<file path="config.mk">
export PLATFORM = sky130hd
export DESIGN_NAME = csg_aux_pins
export DESIGN_NICKNAME = d
export VERILOG_FILES = /design/src/common/csg_pkg.sv /design/src/hw/csg_aux_pins.sv /design/src/hw/csg_pin_sync.sv /design/src/hw/csg_one_shot.sv
export VERILOG_INCLUDE_DIRS = /design/src /design/src/common
export SDC_FILE = /design/constraint.sdc
export NUM_CORES = 1
export LEC_CHECK = 0
export BUFFER_PORTS_ARGS = -buffer_cell sky130_fd_sc_hd__buf_2
export CORE_MARGIN = 2
export CORE_UTILIZATION = 54
export CTS_BUF_LIST = sky130_fd_sc_hd__clkbuf_16
export CTS_CLUSTER_DIAMETER = 200
export DETAILED_ROUTE_END_ITERATION = 16
export PLACE_DENSITY = 0.76
export SLEW_MARGIN = 25
export SYNTH_ARGS = -nofsm -noshare
export SYNTH_HDL_FRONTEND = slang
export SYNTH_HIERARCHICAL = 1
export SYNTH_SLANG_ARGS = --single-unit
export TNS_END_PERCENT = 30
</file>
<file path="constraint.sdc">
create_clock -name CLK -period 4.5 [get_ports CLK]
set_clock_uncertainty 0.1 [all_clocks]
set_input_delay 0.225 -clock CLK [delete_from_list [all_inputs] [get_ports CLK]]
set_output_delay 0.225 -clock CLK [all_outputs]
set_load 0.02 [all_outputs]
</file>
<file path="src/common/csg_regs.svh">
// Register map, field positions, reset values and timing figures of the aux pin generator.
// Assumes a 250 MHz core clock and 32-bit AHB-Lite word registers.
`ifndef CSG_REGS_SVH
`define CSG_REGS_SVH

// ********************
// Register byte offsets
// ********************
`define CSG_OFS_CTRL        8'h00
`define CSG_OFS_PINCFG      8'h04
`define CSG_OFS_STATUS      8'h08

// ********************
// Field layout
// ********************
`define CSG_DIV_W           16
`define CSG_CTRL_WAKE_EN    16
`define CSG_CTRL_EXT_OSC    17
`define CSG_FN_W            4
`define CSG_NUM_PINS        5
`define CSG_PINCFG_W        20

// ********************
// Reset values
// ********************
// Divisor for 115200 baud at 250 MHz, remote wakeup enabled.
`define CSG_CTRL_RST        32'h0001087A
// Pins 4..0: sleep, power enable, driver enable, rx led, tx led.
`define CSG_PINCFG_RST      20'h54310

// ********************
// Timing
// ********************
`define CSG_CLK_HZ          250000000
`define CSG_CLK_MHZ         9'h0FA
`define CSG_MAX_BAUD        3000000
`define CSG_MIN_DIV         ((`CSG_CLK_HZ + `CSG_MAX_BAUD - 1) / `CSG_MAX_BAUD)
`define CSG_CLKOUT_STEP     9'h018
`define CSG_WAKE_MS         20
`define CSG_WAKE_CYCLES     (`CSG_WAKE_MS * (`CSG_CLK_HZ / 1000))
`define CSG_STRETCH_CYCLES  4000000
`define CSG_DATA_BITS       8

`endif

</file>
<file path="src/common/csg_pkg.sv">
// Types shared by the aux pin generator modules.
// Assumes csg_regs.svh for all numeric figures.
`default_nettype none

package csg_pkg;

   // Function codes of one configurable aux pin, in stored encoding order.
   typedef enum logic [3:0] {
      CSG_FN_TX_ACTIVITY_LED_N,
      CSG_FN_RX_ACTIVITY_LED_N,
      CSG_FN_TXRXLED,
      CSG_FN_TX_DRIVER_ENABLE,
      CSG_FN_POWER_ENABLE_N,
      CSG_FN_SLEEP,
      CSG_FN_CLK12,
      CSG_FN_OFF
   } csg_fn_e;

   // Character framing states of the transmitter.
   typedef enum logic [2:0] {
      CSG_TX_IDLE,
      CSG_TX_LEAD,
      CSG_TX_START,
      CSG_TX_DATA,
      CSG_TX_STOP
   } csg_tx_e;

endpackage : csg_pkg

`default_nettype wire

</file>
<file path="src/hw/csg_aux_pins.sv">
// Aux pin signal generator: driver enable framing, activity LEDs, power pins,
// clock output, ring wakeup and oscillator select, with an AHB-Lite register slave.
// Assumes a single 250 MHz clock; USB state and user data come from the same domain.
//
// The placing of the registers and register access over AHB-Lite were decided locally.
`timescale 1ns/100ps
`default_nettype none
`include "csg_regs.svh"

// Functional notes
// - Driver enable rises one full bit period before the start bit.
// - Driver enable falls as the stop bit begins; neither point is adjustable.
// - LED pins float when idle and drive low during transfers.
// - LED indications are stretched by a digital one-shot.
// - Each aux pin selects tx, rx or combined LED from its stored code.
// - Combined LED shows activity in either direction.
// - Power enable goes high during USB suspend.
// - Sleep output is high when active, low in suspend.
// - An aux pin can output a continuous 12 MHz clock.
// - Default: pin two is driver enable, pin three is power enable.
// - Data on transmit and receive lines; RTS and CTS handshake honoured.
// - Ring input lets an external agent request remote wakeup of the host.
// - Baud rate never exceeds 3 Mbaud.
// - Internal oscillator by default; external only when configured.
// - With no oscillator source the device has no clock and stops.
// - Power enable goes low after enumeration, high again in suspend.
// - A falling ring while enabled wakes the suspended host for about 20 ms.
module csg_aux_pins
   import csg_pkg::*;
#(
   parameter int STRETCH_CYCLES = `CSG_STRETCH_CYCLES,
   parameter int WAKE_CYCLES    = `CSG_WAKE_CYCLES,
   parameter int DATA_BITS      = `CSG_DATA_BITS
) (
   // Clock and reset.
   input  wire logic                      CLK,
   input  wire logic                      RST_B,
   // AHB-Lite slave.
   input  wire logic                      HSEL,
   input  wire logic [31:0]               HADDR,
   input  wire logic [1:0]                HTRANS,
   input  wire logic                      HWRITE,
   input  wire logic [2:0]                HSIZE,
   input  wire logic [31:0]               HWDATA,
   input  wire logic                      HREADY,
   output var  logic [31:0]               HRDATA,
   output var  logic                      HREADYOUT,
   output var  logic                      HRESP,
   // Transmit characters from the bridge.
   input  wire logic [DATA_BITS-1:0]      TX_DATA,
   input  wire logic                      TX_VALID,
   output var  logic                      TX_READY,
   input  wire logic                      RX_READY,
   // Serial pins.
   output var  logic                      TXD,
   input  wire logic                      RXD,
   output var  logic                      RTS_N,
   input  wire logic                      CTS_N,
   input  wire logic                      RI_N,
   // USB state and wakeup.
   input  wire logic                      USB_SUSPEND,
   input  wire logic                      USB_CONFIGURED,
   output var  logic                      REMOTE_WAKE,
   // Oscillator source select.
   output var  logic                      OSC_EXT_SEL,
   // Configurable aux pins.
   output var  logic [`CSG_NUM_PINS-1:0]  AUX_PIN_O,
   output var  logic [`CSG_NUM_PINS-1:0]  AUX_PIN_OE
);

   // ********************
   // Declarations
   // ********************
   localparam int BW = $clog2(DATA_BITS + 1);
   localparam int WW = $clog2(WAKE_CYCLES + 1);
   localparam logic [`CSG_DIV_W-1:0] MIN_DIV = `CSG_DIV_W'(`CSG_MIN_DIV);

   logic [31:0]                  ctrl_q;
   logic [`CSG_PINCFG_W-1:0]     pincfg_q;
   logic                         wr_pend_q;
   logic [7:0]                   wr_addr_q;
   logic                         addr_phase;
   logic [31:0]                  rd_mux;
   logic [31:0]                  status;

   logic [`CSG_DIV_W-1:0]        div_eff;
   csg_tx_e                      tx_state_q;
   logic [`CSG_DIV_W-1:0]        baud_cnt_q;
   logic [BW-1:0]                bit_cnt_q;
   logic [DATA_BITS-1:0]         shift_q;
   logic                         cell_end;
   logic                         tx_driver_enable;
   logic                         tx_busy;

   logic                         cts_n_s;
   logic                         rxd_s;
   logic                         ri_n_s;
   logic                         ri_n_prev_q;
   logic                         tx_led_on;
   logic                         rx_led_on;
   logic                         txrx_led_on;
   logic                         power_enable_n;
   logic                         sleep_n;
   logic [8:0]                   clk_acc_q;
   logic                         clk12_q;
   logic [WW-1:0]                wake_cnt_q;

   // ********************
   // AHB-Lite register slave
   // ********************
   // Zero-wait slave: read data is registered in the address phase so the
   // data phase can complete at once, always with an OKAY response.
   assign HREADYOUT  = 1'b1;
   assign HRESP      = 1'b0;
   assign addr_phase = HSEL && HREADY && HTRANS[1];

   // Address phase of a write is held until its data phase.
   always_ff @(posedge CLK or negedge RST_B)
   begin
      if (!RST_B)
      begin
         wr_pend_q <= 1'b0;
         wr_addr_q <= `CSG_OFS_CTRL;
      end
      else if (HREADY)
      begin
         wr_pend_q <= addr_phase && HWRITE;
         wr_addr_q <= HADDR[7:0];
      end
   end

   // Configuration writes; defaults stand in for unprogrammed storage.
   always_ff @(posedge CLK or negedge RST_B)
   begin
      if (!RST_B)
      begin
         ctrl_q   <= `CSG_CTRL_RST;
         pincfg_q <= `CSG_PINCFG_RST;
      end
      else if (wr_pend_q)
      begin
         if (wr_addr_q == `CSG_OFS_CTRL)
            ctrl_q <= {14'h0000, HWDATA[`CSG_CTRL_EXT_OSC:0]};
         else if (wr_addr_q == `CSG_OFS_PINCFG)
            pincfg_q <= HWDATA[`CSG_PINCFG_W-1:0];
      end
   end

   // Status shows the block's own live state.
   assign status = {22'h000000, wake_cnt_q != '0, ri_n_s, cts_n_s, rxd_s,
                    txrx_led_on, rx_led_on, tx_led_on, tx_driver_enable,
                    USB_CONFIGURED, USB_SUSPEND};

   // Unmapped offsets read as zero.
   always_comb
   begin
      case (HADDR[7:0])
         `CSG_OFS_CTRL:   rd_mux = ctrl_q;
         `CSG_OFS_PINCFG: rd_mux = {12'h000, pincfg_q};
         `CSG_OFS_STATUS: rd_mux = status;
         default:         rd_mux = 32'h00000000;
      endcase
   end

   always_ff @(posedge CLK or negedge RST_B)
   begin
      if (!RST_B)
         HRDATA <= 32'h00000000;
      else if (addr_phase && !HWRITE)
         HRDATA <= rd_mux;
   end

   // ********************
   // Pin synchronisers
   // ********************
   csg_pin_sync #(.RST_VAL(1'b1)) u_sync_cts (
      .clk   (CLK),
      .rst_b (RST_B),
      .pin   (CTS_N),
      .level (cts_n_s)
   );

   // With echo suppression outside, receive stays high while we drive.
   csg_pin_sync #(.RST_VAL(1'b1)) u_sync_rxd (
      .clk   (CLK),
      .rst_b (RST_B),
      .pin   (RXD),
      .level (rxd_s)
   );

   csg_pin_sync #(.RST_VAL(1'b1)) u_sync_ri (
      .clk   (CLK),
      .rst_b (RST_B),
      .pin   (RI_N),
      .level (ri_n_s)
   );

   // ********************
   // Character framing and driver enable
   // ********************
   // Software divisors below the floor are raised to it, capping the rate.
   assign div_eff  = (ctrl_q[`CSG_DIV_W-1:0] < MIN_DIV) ? MIN_DIV
                                                        : ctrl_q[`CSG_DIV_W-1:0];
   assign cell_end = (baud_cnt_q == '0);

   // A character starts only when the far end grants clear-to-send.
   assign TX_READY = (tx_state_q == CSG_TX_IDLE) && !cts_n_s;
   // Receiver space is advertised on request-to-send, active low.
   assign RTS_N    = !RX_READY;

   // One cell counter times the lead cell and every bit cell alike.
   always_ff @(posedge CLK or negedge RST_B)
   begin
      if (!RST_B)
         baud_cnt_q <= '0;
      else if (tx_state_q == CSG_TX_IDLE || cell_end)
         baud_cnt_q <= div_eff - 1'b1;
      else
         baud_cnt_q <= baud_cnt_q - 1'b1;
   end

   // Lead cell, start bit, data bits, stop bit.
   always_ff @(posedge CLK or negedge RST_B)
   begin
      if (!RST_B)
      begin
         tx_state_q <= CSG_TX_IDLE;
         bit_cnt_q  <= '0;
         shift_q    <= '0;
         TXD        <= 1'b1;
      end
      else
      begin
         case (tx_state_q)
            CSG_TX_IDLE:
               if (TX_VALID && TX_READY)
               begin
                  shift_q    <= TX_DATA;
                  tx_state_q <= CSG_TX_LEAD;
               end
            CSG_TX_LEAD:
               if (cell_end)
               begin
                  TXD        <= 1'b0;
                  tx_state_q <= CSG_TX_START;
               end
            CSG_TX_START:
               if (cell_end)
               begin
                  TXD        <= shift_q[0];
                  shift_q    <= shift_q >> 1;
                  bit_cnt_q  <= BW'(1);
                  tx_state_q <= CSG_TX_DATA;
               end
            CSG_TX_DATA:
               if (cell_end)
               begin
                  if (bit_cnt_q == BW'(DATA_BITS))
                  begin
                     TXD        <= 1'b1;
                     tx_state_q <= CSG_TX_STOP;
                  end
                  else
                  begin
                     TXD       <= shift_q[0];
                     shift_q   <= shift_q >> 1;
                     bit_cnt_q <= bit_cnt_q + 1'b1;
                  end
               end
            CSG_TX_STOP:
               if (cell_end)
                  tx_state_q <= CSG_TX_IDLE;
            default:
               tx_state_q <= CSG_TX_IDLE;
         endcase
      end
   end

   // Fixed lead and release points; no register can move them.
   assign tx_driver_enable = (tx_state_q == CSG_TX_LEAD) ||
                             (tx_state_q == CSG_TX_START) ||
                             (tx_state_q == CSG_TX_DATA);
   assign tx_busy          = (tx_state_q != CSG_TX_IDLE) &&
                             (tx_state_q != CSG_TX_LEAD);

   // ********************
   // Activity LEDs
   // ********************
   // Stretching keeps single short characters visible to the eye.
   csg_one_shot #(.STRETCH(STRETCH_CYCLES)) u_shot_tx (
      .clk    (CLK),
      .rst_b  (RST_B),
      .trig   (tx_busy),
      .active (tx_led_on)
   );

   csg_one_shot #(.STRETCH(STRETCH_CYCLES)) u_shot_rx (
      .clk    (CLK),
      .rst_b  (RST_B),
      .trig   (!rxd_s),
      .active (rx_led_on)
   );

   assign txrx_led_on = tx_led_on || rx_led_on;

   // ********************
   // Power pins
   // ********************
   // Unconfigured devices keep external logic off until enumeration.
   assign power_enable_n = !(USB_CONFIGURED && !USB_SUSPEND);
   assign sleep_n        = !USB_SUSPEND;

   // ********************
   // Clock output
   // ********************
   // 250 is not a multiple of 24, so a phase accumulator is used; the
   // average is exact but single periods jitter by one core cycle.
   always_ff @(posedge CLK or negedge RST_B)
   begin
      if (!RST_B)
      begin
         clk_acc_q <= '0;
         clk12_q   <= 1'b0;
      end
      else if (clk_acc_q + `CSG_CLKOUT_STEP >= `CSG_CLK_MHZ)
      begin
         clk_acc_q <= clk_acc_q + `CSG_CLKOUT_STEP - `CSG_CLK_MHZ;
         clk12_q   <= !clk12_q;
      end
      else
         clk_acc_q <= clk_acc_q + `CSG_CLKOUT_STEP;
   end

   // ********************
   // Ring wakeup
   // ********************
   always_ff @(posedge CLK or negedge RST_B)
   begin
      if (!RST_B)
         ri_n_prev_q <= 1'b1;
      else
         ri_n_prev_q <= ri_n_s;
   end

   // A falling ring while suspended and enabled holds resume signalling.
   always_ff @(posedge CLK or negedge RST_B)
   begin
      if (!RST_B)
         wake_cnt_q <= '0;
      else if (ri_n_prev_q && !ri_n_s && USB_SUSPEND && ctrl_q[`CSG_CTRL_WAKE_EN])
         wake_cnt_q <= WW'(WAKE_CYCLES);
      else if (wake_cnt_q != '0)
         wake_cnt_q <= wake_cnt_q - 1'b1;
   end

   assign REMOTE_WAKE = (wake_cnt_q != '0);

   // ********************
   // Oscillator select
   // ********************
   // Internal source unless software has enabled the external one; with
   // neither present nothing here can run, so no fallback is attempted.
   assign OSC_EXT_SEL = ctrl_q[`CSG_CTRL_EXT_OSC];

   // ********************
   // Aux pin multiplexer
   // ********************
   // LEDs are open-drain style: driven low only while lit, else floating.
   always_comb
   begin
      for (int i = 0; i < `CSG_NUM_PINS; i++)
      begin
         AUX_PIN_O[i]  = 1'b0;
         AUX_PIN_OE[i] = 1'b1;
         case (csg_fn_e'(pincfg_q[i*`CSG_FN_W +: `CSG_FN_W]))
            CSG_FN_TX_ACTIVITY_LED_N:   AUX_PIN_OE[i] = tx_led_on;
            CSG_FN_RX_ACTIVITY_LED_N:   AUX_PIN_OE[i] = rx_led_on;
            CSG_FN_TXRXLED: AUX_PIN_OE[i] = txrx_led_on;
            CSG_FN_TX_DRIVER_ENABLE:   AUX_PIN_O[i]  = tx_driver_enable;
            CSG_FN_POWER_ENABLE_N:   AUX_PIN_O[i]  = power_enable_n;
            CSG_FN_SLEEP:   AUX_PIN_O[i]  = sleep_n;
            CSG_FN_CLK12:   AUX_PIN_O[i]  = clk12_q;
            default:        AUX_PIN_OE[i] = 1'b0;
         endcase
      end
   end

endmodule : csg_aux_pins

`default_nettype wire

</file>
<file path="src/hw/csg_pin_sync.sv">
// Three-stage synchroniser for a pin from outside the clock domain.
// Assumes the pin is a level; output moves only when stages two and three agree.
`timescale 1ns/100ps
`default_nettype none

module csg_pin_sync #(
   parameter logic RST_VAL = 1'b1
) (
   // Clock and reset.
   input  wire logic clk,
   input  wire logic rst_b,
   // Pin and its clean level.
   input  wire logic pin,
   output var  logic level
);

   logic s1_q;
   logic s2_q;
   logic s3_q;

   // Stage one feeds stage two only, to contain metastability.
   always_ff @(posedge clk or negedge rst_b)
   begin
      if (!rst_b)
      begin
         s1_q <= RST_VAL;
         s2_q <= RST_VAL;
         s3_q <= RST_VAL;
      end
      else
      begin
         s1_q <= pin;
         s2_q <= s1_q;
         s3_q <= s2_q;
      end
   end

   // A change counts once the later two stages agree.
   always_ff @(posedge clk or negedge rst_b)
   begin
      if (!rst_b)
         level <= RST_VAL;
      else if (s2_q == s3_q)
         level <= s3_q;
   end

endmodule : csg_pin_sync

`default_nettype wire

</file>
<file path="src/hw/csg_one_shot.sv">
// Retriggerable one-shot that stretches activity into a visible pulse.
// Assumes trig is synchronous to clk.
`timescale 1ns/100ps
`default_nettype none

module csg_one_shot #(
   parameter int STRETCH = 4000000
) (
   // Clock and reset.
   input  wire logic clk,
   input  wire logic rst_b,
   // Trigger and stretched output.
   input  wire logic trig,
   output var  logic active
);

   localparam int CW = $clog2(STRETCH + 1);
   logic [CW-1:0] cnt_q;

   // Each trigger reloads the full interval, so a busy line stays lit.
   always_ff @(posedge clk or negedge rst_b)
   begin
      if (!rst_b)
         cnt_q <= '0;
      else if (trig)
         cnt_q <= CW'(STRETCH);
      else if (cnt_q != '0)
         cnt_q <= cnt_q - 1'b1;
   end

   assign active = trig || (cnt_q != '0);

endmodule : csg_one_shot

`default_nettype wire

</file>
==> out/metrics.cfg <==
[status]
status=completed

[synth]
synth_area_um2=9890
yosys_warnings=6
synth.ff_latch_count=188
synth-main-ff-cell=dfrtp_1
synth.area.top_cells=dfrtp_1 41%, dfstp_2 7.2%, mux2_2 6.0%, o21ai_0 3.7%, nor2_1 3.5%
avgSynthCellArea_um2=10.1
yosysTopAreaCell=dfrtp_1
syn_inst=983
yosysSeqAreaShare_pct=47.9
yosys.area.top_type_share_pct=40.7
yosys.cell_types.count=67
async_flop_share_pct=100
synth_edf_count=0

[critical_path]
worst_ep_required_time_ns=4.18
crit_type=register to primary output
worstPathMaxFanout=11
startpoint_type=register
r2r-end=baud_cnt_q[12]
rr_startpoint=ctrl_q[14]
cp-end-kind=primary output
regToRegSetupSlack_ns=0.75
reg2reg_depth=12
path_cells=inv_1, ha_1, or3b_2, or4_4, nor2_1, inv_1, nor2b_1, a211oi_1, nor3_1, a21oi_1, nor2_1, buf_2
arrival_ns=3.45
crit_buf_inv=3
cpLargestDelayFamily=simple AND/OR/NAND/NOR gates
cp_slowest_stage_delay_ns=0.51
worst_path_max_delay_cell=or3b_2

[worst_hold_path]
hold_path.startpoint=TX_DATA[5]
hold_end=shift_q[5]
hold_path_class=input port to register
hold_depth=4

[global_route]
grt.overflow.total=0
grt_pass1_vias=7212
grt_max_degree=97
grt_pass1_wl_um=35500
antenna_found_initial=0
grtUsageTotal_pct=22.3

[timing]
rsz0062_at_grt=no
fin_crit_sh_pct=83.9
max_slew_margin_pct=44.1
fin_hold_ws_ns=0.0164
worst_pin_slew_ns=0.838
final-setup-viol-count=0
timing.final.crit_period_ns=3.78
setup_tns_ns=0
hold_viol=0
setup_ws_ns=0.725
final_max_slew_viol_count=0
fmax_ghz=0.265

[placed_design]
routabilityCongestion=0.845
dpl.hpwl_um=14500
io_buffer_count=83
pre_cts_ws_ns=0.786

[routing]
detail-route-antenna-nets=0
drtIter0Drc=604
drc_errors=0
firstDrtPassIters=5
vias_per_cell=5.74
via_count=7585
drt-total-wl_um=21200
wl_per_cell_um=16.1

[die]
die_area_um2=19400
initial_core_util_pct=55.0
core_area_um2=18000
boundaryPins=138
chipWidth_um=139
row_count=49
die_h_um=139

[cells_and_area]
drive_gt1_share_pct=21.1
nets=1178
n_antenna_cell=0
syn2layout_area_growth_pct=14.3
final_core_util_pct=62.9
fill_cells=1396

[clocking]
post_cts_resized=0
clock_latency_ns=0.43
clockBufferDepth=2
cts_max_level=4
cts_tree=done
cts-buffers-inserted=17
clockRootBuffer=clkbuf_16
clk_pin_slew_worst_paths_ns=0.07
cts_sinks=188

[flow_run]
cap_violations=0

[power]
power_mw=4.89
p_leak_nw=4.73
ir_drop_v=0.000294
power_density_nw_per_um2=433

## synthesized netlist by cell type (10+ instances only)
library cell and count:
a21oi_1 27, a22o_1 10, buf_4 15, clkbuf_1 30, dfrtp_1 161, dfstp_2 27
inv_1 26, mux2_2 53, mux2i_1 23, nand2_1 77, nand2b_1 19, nand3_1 13
nor2_1 92, nor2b_1 11, nor3_1 33, nor4_1 22, o211ai_1 11, o21ai_0 73
or2_2 10, or3_1 27, or4_1 14, xnor2_1 39, xor2_1 36
## layer usage
metal | share of wire [%] | wire length, µm | GRT usage, % | vias to the layer above
met4 | 2.4 | 504 | 7.97 | 0
met3 | 3.3 | 691 | 3.58 | 37
li1 | - | - | - | 3690
met1 | 47 | 10100 | 32.2 | 3704
met5 | 0 | 0 | 0 | -
met2 | 47 | 9950 | 34.5 | 154
## tightest hold or removal path, cell delays in order
cell and delay [ns]:
buf_2 0.07, nand2_1 0.04, nand2_1 0.05, mux2_2 0.13
## registers in the layout, summed over array words and instances, names as in the netlist, 16 cells and up
| name | flops |
|---|---|
| ctrl_q | 18 |
| HRDATA | 20 |
| pincfg_q | 20 |
| baud_cnt_q | 16 |
| u_shot_rx/cnt_q | 22 |
| u_shot_tx/cnt_q | 22 |
| wake_cnt_q | 23 |
## where the power goes
part           internal, mW  switching, mW
registers              2.01          0.308
clock network         0.762          0.658
logic                 0.523          0.632
## final cells by class
type / instances / area [µm²] / share of cell area [%]
well taps: 229 / 287 / 2.53
clock buffers: 17 / 425 / 3.76
multi-input cells: 723 / 4800 / 42.5
inverters: 26 / 97.6 / 0.863
clock inverters: 15 / 128 / 1.13
flip-flops and latches: 188 / 4740 / 41.9
repair buffers: 124 / 825 / 7.29
## worst max-delay path by stage
stage,startpoint,end,slack [ns],depth (start not counted)
final,u_shot_tx/cnt_q[0],AUX_PIN_OE[3],0.72,12
after CTS,u_shot_tx/cnt_q[0],AUX_PIN_OE[3],0.73,12
after global placement,ctrl_q[14],baud_cnt_q[12],0.89,12
after floorplan,ctrl_q[13],baud_cnt_q[12],1.15,11
after detailed placement,ctrl_q[13],baud_cnt_q[12],0.79,12
after global routing,ctrl_q[14],baud_cnt_q[12],0.29,12
## cells in the final DEF (no fill, tap or decap), types with 19 or more instances in the layout
cell / instances
nand2b_1: 19
dlygate4sd3_1: 33
dfstp_2: 27
or3_1: 27
o21ai_0: 73
nand2_1: 77
xnor2_1: 39
inv_1: 28
nor3_1: 33
dfrtp_1: 161
xor2_1: 36
mux2i_1: 23
buf_2: 82
a21oi_1: 27
nor2_1: 92
nor4_1: 22
mux2_2: 53
## per-stage QoR
step	area, µm²	cells
floorplan	9930	995
global placement	10400	1257
detailed placement	10400	1257
CTS	11300	1322
global route	11300	1322
finish	11300	1322
## what timing repair did
| action | 4_1_cts | 5_1_grt |
|---|---|---|
| hold buffers | 33 | 0 |
| endpoints found under the hold margin | 130 | 0 |
| buffers inserted | 0 | 0 |
| endpoints found under the setup margin | 0 | 0 |
## cell families after synthesis
family / after synthesis / synth area share [%]
fa+ha+maj: 12 / 1.48
buf+inv: 84 / 4.00
mux: 76 / 8.36
other cells: 2 / 0.0760
compound gates: 174 / 11.3
flops: 188 / 47.9
simple gates: 372 / 20.2
xor+xnor: 75 / 6.64
Note: power is estimated with default switching activity, not from simulation.
